--- config.mk ---
export PLATFORM = sky130hd
export DESIGN_NAME = kbd_emul_ctrl
export DESIGN_NICKNAME = d
export VERILOG_FILES = /design/src/kbd_pin_sync.v /design/src/kbd_port_decode.v /design/src/kbd_emul_ctrl.v
export VERILOG_INCLUDE_DIRS = /design/src
export SDC_FILE = /design/constraint.sdc
export NUM_CORES = 1
export LEC_CHECK = 0
export ABC_CLOCK_PERIOD_IN_PS = 2610
export BUFFER_PORTS_ARGS = -buffer_cell sky130_fd_sc_hd__buf_2
export CORE_MARGIN = 2
export CORE_UTILIZATION = 30
export DETAILED_ROUTE_END_ITERATION = 8
export GPL_TIMING_DRIVEN = 0
export PLACE_DENSITY = 0.67
export SYNTH_ARGS = -nofsm -noshare
export SYNTH_HDL_FRONTEND = slang
export SYNTH_SLANG_ARGS = --single-unit
--- constraint.sdc ---
create_clock -name clk_sys -period 2.61 [get_ports clk_sys]
set_input_delay 0.522 -clock clk_sys [delete_from_list [all_inputs] [get_ports clk_sys]]
set_output_delay 0.522 -clock clk_sys [all_outputs]
set_load 0.005 [all_outputs]
--- src/kbd_emul_map.vh ---
// register map, field positions and constants of the keyboard emulation block
//
// What this block does
// read-back bit shows gate A20 level
// aux IRQ12 rising edge sets W1C flag
// keyboard IRQ1 rising edge sets W1C flag
// host write D1h to 64h sets pending
// other value to 64h clears pending
// trap enable: edge flags raise emulation irq
// irq enable: legacy irq while output full
// aux full picks IRQ12, else IRQ1
// char pending raises irq when output empty
// emulation irq bit is pure decode
// emulation on claims ports 60h, 64h
// emulation on drives the emulation irq; legacy irqs ignore it
// host port write data lands in input buffer
// input buffer is software view of writes
// host read of 60h clears output full
// port write sets input full, except A20
// input full with emulation raises irq
// 60h write clears, 64h sets cmd flag
// A20 compare uses all eight bits
// reserved control bits read zero
`ifndef KBD_EMUL_MAP_VH
`define KBD_EMUL_MAP_VH

// register offsets, byte addresses
`define OFS_LEGACY_EMUL_CTRL 9'h100
`define OFS_LEGACY_IN_BUFFER 9'h104
`define OFS_LEGACY_EMUL_STAT 9'h10c

// control register fields
`define CTL_GATE_A20 8
`define CTL_AUX_EDGE 7
`define CTL_KBD_EDGE 6
`define CTL_A20_PEND 5
`define CTL_TRAP_EN 4
`define CTL_IRQ_GEN_EN 3
`define CTL_CHAR_PEND 2
`define CTL_EMUL_IRQ 1
`define CTL_EMUL_ON 0

// status register fields
`define STA_AUX_FULL 5
`define STA_CMD_DATA 3
`define STA_IN_FULL 1
`define STA_OUT_FULL 0

// reset values
`define RST_CTRL 32'h0000_0000
`define RST_IN_BUFFER 8'h00
`define RST_STAT 32'h0000_0000

// legacy i/o ports and the gate A20 command
`define PORT_KBD_DATA 16'h0060
`define PORT_KBD_CMD 16'h0064
`define A20_CMD_CODE 8'hd1

`endif

--- src/kbd_pin_sync.v ---
// three-stage pin synchroniser with agreement filter and rising-edge pulse
`timescale 1ns/10ps
module kbd_pin_sync
(
    // clock and reset
    input wire clk_sys,
    input wire reset_n,
    // raw pins from the external controller
    input wire [2:0] pin_in,
    // filtered levels and rising-edge pulses
    output wire [2:0] level,
    output wire [2:0] rise
);

genvar i;
generate
    for (i = 0; i < 3; i = i + 1)
    begin : g_bit
        reg s1_reg;
        reg s2_reg;
        reg s3_reg;
        reg lvl_reg;
        reg rise_reg;
        // stage one feeds only stage two; level moves once two and three agree
        always @(posedge clk_sys or negedge reset_n)
        begin
            if (!reset_n)
            begin
                s1_reg <= 1'b0;
                s2_reg <= 1'b0;
                s3_reg <= 1'b0;
                lvl_reg <= 1'b0;
                rise_reg <= 1'b0;
            end
            else
            begin
                s1_reg <= pin_in[i];
                s2_reg <= s1_reg;
                s3_reg <= s2_reg;
                if (s2_reg == s3_reg)
                begin
                    lvl_reg <= s3_reg;
                end
                rise_reg <= (s2_reg == s3_reg) & s3_reg & ~lvl_reg;
            end
        end
        assign level[i] = lvl_reg;
        assign rise[i] = rise_reg;
    end
endgenerate

endmodule

--- src/kbd_port_decode.v ---
// decode of host i/o cycles to the legacy keyboard ports
`timescale 1ns/10ps
`include "kbd_emul_map.vh"
module kbd_port_decode
(
    // host i/o cycle
    input wire [15:0] io_addr,
    input wire [7:0] io_wdata,
    input wire io_wr,
    input wire io_rd,
    // emulation enable
    input wire emul_on,
    // decoded events
    output wire claim,
    output wire wr_data_port,
    output wire wr_cmd_port,
    output wire rd_data_port,
    output wire a20_cmd
);

wire hit_data;
wire hit_cmd;

// only claimed while emulation is on, so a real controller keeps the ports
assign hit_data = emul_on & (io_addr == `PORT_KBD_DATA);
assign hit_cmd = emul_on & (io_addr == `PORT_KBD_CMD);
assign claim = (io_wr | io_rd) & (hit_data | hit_cmd);
assign wr_data_port = io_wr & hit_data;
assign wr_cmd_port = io_wr & hit_cmd;
assign rd_data_port = io_rd & hit_data;
// full byte compare, no partial match on the low bits
assign a20_cmd = (io_wdata == `A20_CMD_CODE);

endmodule

--- src/kbd_emul_ctrl.v ---
// legacy keyboard controller emulation control: traps, flags and interrupts
//
// The implementer's own choices: the address-and-strobe port and the address map.
`timescale 1ns/10ps
`include "kbd_emul_map.vh"
module kbd_emul_ctrl
(
    // clock and reset
    input wire clk_sys,
    input wire reset_n,
    // register port
    input wire [8:0] reg_addr,
    input wire [31:0] reg_wdata,
    input wire reg_wr,
    input wire reg_rd,
    output reg [31:0] reg_rdata,
    // host legacy i/o cycles
    input wire [15:0] io_addr,
    input wire [7:0] io_wdata,
    input wire io_wr,
    input wire io_rd,
    output reg io_claim,
    // external keyboard controller pins
    input wire kbc_irq1,
    input wire kbc_irq12,
    input wire kbc_gate_a20,
    // interrupts out
    output reg legacy_irq1,
    output reg legacy_irq12,
    output reg emul_irq
);

////////////////////////////////////////////////////////////////////////////
// control and status state

reg legacy_emul_on_reg;
reg ext_kbc_irq_trap_en_reg;
reg legacy_irq_gen_en_reg;
reg char_pending_trigger_reg;
reg aux_irq_edge_seen_reg;
reg kbd_irq_edge_seen_reg;
reg a20_cmd_pending_reg;
reg [7:0] legacy_in_buffer_reg;
reg out_buffer_full_reg;
reg aux_out_full_reg;
reg in_buffer_full_reg;
reg cmd_data_select_reg;

reg aux_irq_edge_seen_next;
reg kbd_irq_edge_seen_next;
reg a20_cmd_pending_next;
reg [7:0] legacy_in_buffer_next;
reg out_buffer_full_next;
reg in_buffer_full_next;
reg cmd_data_select_next;
reg [31:0] reg_rdata_next;

wire [2:0] pin_level;
wire [2:0] pin_rise;
wire gate_a20_level;
wire claim;
wire wr_data_port;
wire wr_cmd_port;
wire rd_data_port;
wire a20_cmd;
wire wr_ctrl;
wire wr_inbuf;
wire wr_stat;
wire a20_seq_write;
wire emul_irq_flag;
wire irq1_next;
wire irq12_next;
wire [31:0] ctrl_view;
wire [31:0] stat_view;

// reset words as sized constants, so single fields can be picked out
localparam [31:0] ctrl_rst_val = `RST_CTRL;
localparam [31:0] stat_rst_val = `RST_STAT;

////////////////////////////////////////////////////////////////////////////
// submodules

// pins: bit 0 irq1, bit 1 irq12, bit 2 gate a20
kbd_pin_sync u_sync
(
    .clk_sys(clk_sys),
    .reset_n(reset_n),
    .pin_in({kbc_gate_a20, kbc_irq12, kbc_irq1}),
    .level(pin_level),
    .rise(pin_rise)
);

kbd_port_decode u_decode
(
    .io_addr(io_addr),
    .io_wdata(io_wdata),
    .io_wr(io_wr),
    .io_rd(io_rd),
    .emul_on(legacy_emul_on_reg),
    .claim(claim),
    .wr_data_port(wr_data_port),
    .wr_cmd_port(wr_cmd_port),
    .rd_data_port(rd_data_port),
    .a20_cmd(a20_cmd)
);

assign gate_a20_level = pin_level[2];

////////////////////////////////////////////////////////////////////////////
// register strobes

assign wr_ctrl = reg_wr & (reg_addr == `OFS_LEGACY_EMUL_CTRL);
assign wr_inbuf = reg_wr & (reg_addr == `OFS_LEGACY_IN_BUFFER);
assign wr_stat = reg_wr & (reg_addr == `OFS_LEGACY_EMUL_STAT);

// the A20 command byte and its data byte do not reach the input buffer
// flag, so software never sees the gate sequence as keyboard traffic
assign a20_seq_write = (wr_cmd_port & a20_cmd) |
                       (wr_data_port & a20_cmd_pending_reg);

////////////////////////////////////////////////////////////////////////////
// emulation interrupt: a pure decode of the live conditions, no storage

assign emul_irq_flag =
    (ext_kbc_irq_trap_en_reg &
        (kbd_irq_edge_seen_reg | aux_irq_edge_seen_reg)) |
    (legacy_emul_on_reg & in_buffer_full_reg) |
    (char_pending_trigger_reg & ~out_buffer_full_reg);

// legacy interrupts follow output full while generation is enabled
assign irq1_next = legacy_irq_gen_en_reg & out_buffer_full_reg &
                   ~aux_out_full_reg;
assign irq12_next = legacy_irq_gen_en_reg & out_buffer_full_reg &
                    aux_out_full_reg;

////////////////////////////////////////////////////////////////////////////
// read views; reserved bits are zero

assign ctrl_view = {23'h000000,
                    gate_a20_level,
                    aux_irq_edge_seen_reg,
                    kbd_irq_edge_seen_reg,
                    a20_cmd_pending_reg,
                    ext_kbc_irq_trap_en_reg,
                    legacy_irq_gen_en_reg,
                    char_pending_trigger_reg,
                    emul_irq_flag,
                    legacy_emul_on_reg};

assign stat_view = {26'h0000000,
                    aux_out_full_reg,
                    1'b0,
                    cmd_data_select_reg,
                    1'b0,
                    in_buffer_full_reg,
                    out_buffer_full_reg};

////////////////////////////////////////////////////////////////////////////
// next-state of the flags; hardware set always beats a software clear

always @*
begin
    // keyboard edge flag, write one to clear
    kbd_irq_edge_seen_next = kbd_irq_edge_seen_reg;
    if (wr_ctrl && reg_wdata[`CTL_KBD_EDGE])
    begin
        kbd_irq_edge_seen_next = 1'b0;
    end
    if (pin_rise[0])
    begin
        kbd_irq_edge_seen_next = 1'b1;
    end

    // auxiliary edge flag, write one to clear
    aux_irq_edge_seen_next = aux_irq_edge_seen_reg;
    if (wr_ctrl && reg_wdata[`CTL_AUX_EDGE])
    begin
        aux_irq_edge_seen_next = 1'b0;
    end
    if (pin_rise[1])
    begin
        aux_irq_edge_seen_next = 1'b1;
    end

    // A20 sequence tracking, only port 64h writes move it
    a20_cmd_pending_next = a20_cmd_pending_reg;
    if (wr_cmd_port)
    begin
        a20_cmd_pending_next = a20_cmd;
    end

    // command/data indicator
    cmd_data_select_next = cmd_data_select_reg;
    if (wr_data_port)
    begin
        cmd_data_select_next = 1'b0;
    end
    else if (wr_cmd_port)
    begin
        cmd_data_select_next = 1'b1;
    end

    // input buffer: host port write wins over a software write
    legacy_in_buffer_next = legacy_in_buffer_reg;
    if (wr_inbuf)
    begin
        legacy_in_buffer_next = reg_wdata[7:0];
    end
    if (wr_data_port || wr_cmd_port)
    begin
        legacy_in_buffer_next = io_wdata;
    end

    // input full: software may clear, host write sets
    in_buffer_full_next = in_buffer_full_reg;
    if (wr_stat)
    begin
        in_buffer_full_next = reg_wdata[`STA_IN_FULL];
    end
    if ((wr_data_port || wr_cmd_port) && !a20_seq_write)
    begin
        in_buffer_full_next = 1'b1;
    end

    // output full: software loads it, a host read of 60h empties it
    out_buffer_full_next = out_buffer_full_reg;
    if (wr_stat)
    begin
        out_buffer_full_next = reg_wdata[`STA_OUT_FULL];
    end
    if (rd_data_port)
    begin
        out_buffer_full_next = 1'b0;
    end
end

////////////////////////////////////////////////////////////////////////////
// read data mux, answered in the cycle after the read strobe

always @*
begin
    reg_rdata_next = 32'h0000_0000;
    if (reg_rd)
    begin
        case (reg_addr)
            `OFS_LEGACY_EMUL_CTRL: reg_rdata_next = ctrl_view;
            `OFS_LEGACY_IN_BUFFER:
                reg_rdata_next = {24'h000000, legacy_in_buffer_reg};
            `OFS_LEGACY_EMUL_STAT: reg_rdata_next = stat_view;
            default: reg_rdata_next = 32'h0000_0000;
        endcase
    end
end

////////////////////////////////////////////////////////////////////////////
// software-owned control bits; reserved and read-only bits drop writes

always @(posedge clk_sys or negedge reset_n)
begin
    if (!reset_n)
    begin
        legacy_emul_on_reg <= ctrl_rst_val[`CTL_EMUL_ON];
        ext_kbc_irq_trap_en_reg <= ctrl_rst_val[`CTL_TRAP_EN];
        legacy_irq_gen_en_reg <= ctrl_rst_val[`CTL_IRQ_GEN_EN];
        char_pending_trigger_reg <= ctrl_rst_val[`CTL_CHAR_PEND];
        aux_out_full_reg <= stat_rst_val[`STA_AUX_FULL];
    end
    else
    begin
        if (wr_ctrl)
        begin
            legacy_emul_on_reg <= reg_wdata[`CTL_EMUL_ON];
            ext_kbc_irq_trap_en_reg <= reg_wdata[`CTL_TRAP_EN];
            legacy_irq_gen_en_reg <= reg_wdata[`CTL_IRQ_GEN_EN];
            char_pending_trigger_reg <= reg_wdata[`CTL_CHAR_PEND];
        end
        if (wr_stat)
        begin
            aux_out_full_reg <= reg_wdata[`STA_AUX_FULL];
        end
    end
end

////////////////////////////////////////////////////////////////////////////
// hardware-updated flags and buffer

always @(posedge clk_sys or negedge reset_n)
begin
    if (!reset_n)
    begin
        kbd_irq_edge_seen_reg <= ctrl_rst_val[`CTL_KBD_EDGE];
        aux_irq_edge_seen_reg <= ctrl_rst_val[`CTL_AUX_EDGE];
        a20_cmd_pending_reg <= ctrl_rst_val[`CTL_A20_PEND];
        cmd_data_select_reg <= stat_rst_val[`STA_CMD_DATA];
        legacy_in_buffer_reg <= `RST_IN_BUFFER;
        in_buffer_full_reg <= stat_rst_val[`STA_IN_FULL];
        out_buffer_full_reg <= stat_rst_val[`STA_OUT_FULL];
    end
    else
    begin
        kbd_irq_edge_seen_reg <= kbd_irq_edge_seen_next;
        aux_irq_edge_seen_reg <= aux_irq_edge_seen_next;
        a20_cmd_pending_reg <= a20_cmd_pending_next;
        cmd_data_select_reg <= cmd_data_select_next;
        legacy_in_buffer_reg <= legacy_in_buffer_next;
        in_buffer_full_reg <= in_buffer_full_next;
        out_buffer_full_reg <= out_buffer_full_next;
    end
end

////////////////////////////////////////////////////////////////////////////
// registered outputs; each lags its condition by one clock

always @(posedge clk_sys or negedge reset_n)
begin
    if (!reset_n)
    begin
        reg_rdata <= 32'h0000_0000;
        io_claim <= 1'b0;
        legacy_irq1 <= 1'b0;
        legacy_irq12 <= 1'b0;
        emul_irq <= 1'b0;
    end
    else
    begin
        reg_rdata <= reg_rdata_next;
        io_claim <= claim;
        legacy_irq1 <= irq1_next;
        legacy_irq12 <= irq12_next;
        emul_irq <= emul_irq_flag;
    end
end

endmodule

-- Yosys cells after proc, flatten, opt, wreduce, memory -nomap -nowiden
Cells that the tools add are included.
- register bits after elaboration: 69
- logic and storage cells: 96
- equality and inequality tests: 9
- mux-type cells: 14
- bitwise operators: 31
- reductions and logical operators: 11
- operators with widths (cell ; number):
    $eq A16 B7 Y1 const B ; 2
    $eq A9 B9 Y1 const B ; 3
    $pmux W9 S3 ; 1
    $and A1 B1 Y1 ; 21
    $mux W8 ; 2
    $reduce_bool A2 Y1 ; 6
    $mux W1 ; 10
    $mux W9 ; 1
    $eq A8 B8 Y1 const B ; 1
    $or A1 B1 Y1 ; 6
    $not A1 Y1 ; 4
    $eq A1 B1 Y1 ; 3
    $logic_and A1 B1 Y1 ; 3
    $logic_not A1 Y1 ; 1
    $logic_or A1 B1 Y1 ; 1

-- Logic depth before layout (Yosys ltp)
- depth after elaboration: 8
- mapped depth: 6

-- By module
A second synthesis with hierarchy kept.
- cell total of the unflattened synthesis: 204
- area total of the unflattened synthesis: 2299.7 µm²
- by module, submodules not included (module ; instances ; cells an instance ; area each (µm²)):
    kbd_emul_ctrl ; 1 ; 160 ; 1667.8
    kbd_pin_sync ; 1 ; 30 ; 521.8
    kbd_port_decode ; 1 ; 14 ; 110.1

-- Worst setup path before layout
No wires, ideal clock.
- kind: input -> register
- start: input port reg_addr[3]
- end: register legacy_in_buffer_reg[0]
- data arrival time: 2.174 ns
- required time: 2.485 ns
- slack: 0.311 ns
- stages: 6
- path buffers: 2
- cell sequence: buf_6 > or4b_4 > or3_1 > buf_6 > mux2_4 > mux2_2
- word-level cells in the longest chain between the ends: 3
- RTL lines (item ; line ; source):
    from (decl) ; kbd_emul_ctrl.v:12 ; input wire [8:0] reg_addr,
    $eq A9 B9 Y1 ; -- ;
    $and A1 B1 Y1 ; kbd_emul_ctrl.v:113 ; assign wr_inbuf = reg_wr & (reg_addr == `OFS_LEGACY_IN_BUFFER);
    $reduce_bool A2 Y1 (no source line) ; -- ;
    to (signal assigned) ; kbd_emul_ctrl.v:295 ; legacy_in_buffer_reg <= `RST_IN_BUFFER;
    to (signal assigned) ; kbd_emul_ctrl.v:305 ; legacy_in_buffer_reg <= legacy_in_buffer_next;
    to (decl) ; kbd_emul_ctrl.v:43 ; reg [7:0] legacy_in_buffer_reg;
No other way between the ends.
A chain may end at the register's enable or synchronous reset.

-- Worst setup path in the final report
- start: input port reg_addr[5]
- end: register legacy_in_buffer_reg[1]
Same word-level chain as after synthesis.

==> impl_metrics.env <==
export IMPL_power_share_switching=0.228
export IMPL_detailedPlacementHpwl_mm=3.43
export IMPL_worst_ep_required_time_ns=2.80
export IMPL_layout_area_overhead_vs_synth_pct=28.3
export IMPL_cts_reportedPaths_clkPinSlew_ns=0.09
export IMPL_portBuffers=60
export IMPL_sequentialPowerShare=0.546
export IMPL_min_period_ns=2.15
export IMPL_unrepaired_setup_endpoints_after_global_routing="false"
export IMPL_worstSkewPairLatency_ns=0.30
export IMPL_route_vias_total=1443
export IMPL_clock_skew_ns=0.00686
export IMPL_detailed_place_area_sq_um=2650
export IMPL_hp_start="kbc_gate_a20"
export IMPL_globalplace_congestion=0.762
export IMPL_synth_area_sq_um=2150
export IMPL_p_int_mw=1.05
export IMPL_largest_reg_flops=9
export IMPL_worst_ir_drop_vdd_mv=0.180
export IMPL_dr_pass1_iters=4
export IMPL_die_width_microns=88.6
export IMPL_drt_drc_violations_left=0
export IMPL_cap_violations=0
export IMPL_share_clk_of_total_power=0.353
export IMPL_r2r_start="legacy_emul_on_reg"
export IMPL_placementRows=30
export IMPL_run_status="completed"
export IMPL_async_reset_ff_frac=1.00
export IMPL_chipHeight_microns=88.6
export IMPL_antenna_found_initial=0
export IMPL_min_delay_path_depth=1
export IMPL_final_cell_area_sq_um=2760
export IMPL_worstSetupPathType="in -> reg"
export IMPL_global_route_usage_total=0.113
export IMPL_layout_drive_gt1_share=0.466
export IMPL_powerDensity_nw_per_um2=495
export IMPL_share_comb_of_total_power=0.101
export IMPL_slew_viol_final=0
export IMPL_final_std_cells_w_o_fill=358
export IMPL_vias_per_cell=4.03
export IMPL_holdWs_ns=0.319
export IMPL_cts_made_buffers=5
export IMPL_post_cts_hold_fix_bufs=0
export IMPL_post_cts_resized=0
export IMPL_post_cts_setup_buffers=0
export IMPL_die_area_sq_um=7860
export IMPL_seq_area_sq_um=1150
export IMPL_drt_iter0_markers=44
export IMPL_clock_sinks=46
export IMPL_totalNegativeSetupSlack_ns=0
export IMPL_synth_enable_flop_cells=0
export IMPL_grt_first_pass_wirelength_mm=6.64
export IMPL_worst_hold_path_type="in -> reg"
export IMPL_synth_yosys_seq_area_share=0.536
export IMPL_grt_start_max_net_pins=47
export IMPL_pin_count=110
export IMPL_critical_path_startpoint_type="input pin"
export IMPL_core_area_sq_um=6870
export IMPL_grt_overflow_total=0
export IMPL_multi_input_comb_area_sq_um=863
export IMPL_cp_arrival_ns=2.33
export IMPL_grt_pass1_vias=1406
export IMPL_synth_seq_cells=46
export IMPL_finalHoldViolCount=0
export IMPL_clock_fmax_mhz=466
export IMPL_ctsHtreeMaxLevel=2
export IMPL_worst_pin_slew_ns=1.03
export IMPL_cts_root_buf="sky130_fd_sc_hd__clkbuf_8"
export IMPL_p_sw_mw=0.312
export IMPL_antenna_cells_inserted=0
export IMPL_ctsLongestPathBuffers=2
export IMPL_numPlacedInstances=350
export IMPL_yosys_cell_types_count=35
export IMPL_nFillCells=688
export IMPL_reg2reg_depth=5
export IMPL_startpoint="reg_addr[5]"
export IMPL_leakage_power_nw=1.48
export IMPL_tritoncts="built"
export IMPL_ant_nets=0
export IMPL_setup_viol_count_final=0
export IMPL_routed_wire_per_std_cell_microns=12.2
export IMPL_cp_max_fo=8
export IMPL_postRouteWirelength_mm=4.36
export IMPL_min_period_over_period=0.822
export IMPL_ys_warn_count=0
export IMPL_initial_core_utilization=0.313
export IMPL_synth_cells=172
export IMPL_maxSlewHeadroom=0.315
export IMPL_main_synth_ff_type="sky130_fd_sc_hd__dfrtp_1"
export IMPL_syn_avg_cell_area_sq_um=12.5
export IMPL_cp_end_kind="flop"
export IMPL_nets=337
metal layers:
| metal | GRT usage | wire length, microns | vias up |
|---|---|---|---|
| met4 | 0.0455 | 45 | 0 |
| li1 | - | - | 736 |
| met3 | 0.0420 | 361 | 6 |
| met2 | 0.177 | 2030 | 49 |
| met5 | 0 | 0 | - |
| met1 | 0.141 | 1930 | 652 |
critical path: stages:
cell                     delay, ns
sky130_fd_sc_hd__buf_2        0.10
sky130_fd_sc_hd__or4_1        0.57
sky130_fd_sc_hd__or3_1        0.42
sky130_fd_sc_hd__buf_6        0.17
sky130_fd_sc_hd__mux2_4       0.29
sky130_fd_sc_hd__mux2_2       0.26
area by class of cell:
class | count | area share
timing repair buffer | 60 | 0.109
multi-input combinational | 117 | 0.313
tap | 96 | 0.0436
sequential | 46 | 0.417
buffer | 28 | 0.0749
clock inverter | 1 | 0.00318
clock buffer | 7 | 0.0349
inverter | 3 | 0.00408
worst paths after layout:
| check | to | slack (ns) |
|---|---|---|
| setup reg to reg | legacy_in_buffer_reg[1] | 0.83 |
| max in group asynchronous | in_buffer_full_reg | 1.58 |
| hold / removal | u_sync.g_bit[2].s1_reg | 0.32 |
| hold reg to reg | u_sync.g_bit[0].s2_reg | 0.35 |
| min in group asynchronous | u_sync.g_bit[2].lvl_reg | 0.39 |
| setup / recovery | legacy_in_buffer_reg[1] | 0.46 |
cell usage after synthesis (all sizes together) (2+ instances only):
| library cell | instances | area, sq um |
|---|---|---|
| inv | 3 | 11.3 |
| nand3 | 3 | 15.0 |
| nor4 | 4 | 31.3 |
| nand4 | 2 | 12.5 |
| dfrtp | 46 | 1150 |
| mux2 | 25 | 312 |
| nor2 | 13 | 48.8 |
| nor2b | 2 | 12.5 |
| mux2i | 9 | 90.1 |
| clkbuf | 3 | 11.3 |
| and3 | 2 | 12.5 |
| a31oi | 4 | 25.0 |
| nand2 | 8 | 30.0 |
| a21o | 2 | 15.0 |
| nand2b | 2 | 12.5 |
| buf | 25 | 195 |
| ha | 2 | 25.0 |
| nor4b | 3 | 26.3 |
cell usage in the layout, fill, tap and decap left out, types with 3 or more instances in the layout:
cell	instances
sky130_fd_sc_hd__a31oi_1	4
sky130_fd_sc_hd__mux2i_1	9
sky130_fd_sc_hd__conb_1	23
sky130_fd_sc_hd__nand2_1	8
sky130_fd_sc_hd__nor2_1	13
sky130_fd_sc_hd__buf_2	60
sky130_fd_sc_hd__nor4_1	3
sky130_fd_sc_hd__nand3_1	3
sky130_fd_sc_hd__mux2_4	8
sky130_fd_sc_hd__clkbuf_8	7
sky130_fd_sc_hd__inv_1	3
sky130_fd_sc_hd__dfrtp_1	46
sky130_fd_sc_hd__clkbuf_1	3
sky130_fd_sc_hd__nor4b_1	3
sky130_fd_sc_hd__mux2_2	17
sky130_fd_sc_hd__buf_4	23
cells by family (layout without fill, tap and decap cells):
family,count (synthesis),after routing,share of synthesized area
mux,34,34,0.187
buf+inv,31,99,0.101
compound gates,12,12,0.0390
other cells,1,23,0.00174
flops,46,46,0.536
simple gates,45,45,0.119
fa+ha+maj,3,3,0.0163
through the flow:
| step | power [mW] | utilization | setup slack (ns) |
|---|---|---|---|
| floorplan | 0.833 | - | 0.311 |
| global placement | 0.895 | 0.386 | 0.142 |
| detailed placement | 0.899 | 0.386 | 0.151 |
| CTS | 1.38 | 0.401 | 0.468 |
| global route | 1.44 | 0.401 | 0.383 |
| finish | 1.37 | 0.401 | 0.463 |
power groups by stage:
stage          clock network (mW)  registers [mW]  logic, mW
4_1_cts                     0.499           0.746      0.138
5_1_grt                     0.538           0.749      0.154
6_report                    0.482           0.746      0.137
2_1_floorplan                   0           0.757     0.0755
3_3_place_gp                    0           0.760      0.135
3_5_place_dp                    0           0.761      0.138
No activity file was read; power rests on OpenSTA's default activity.
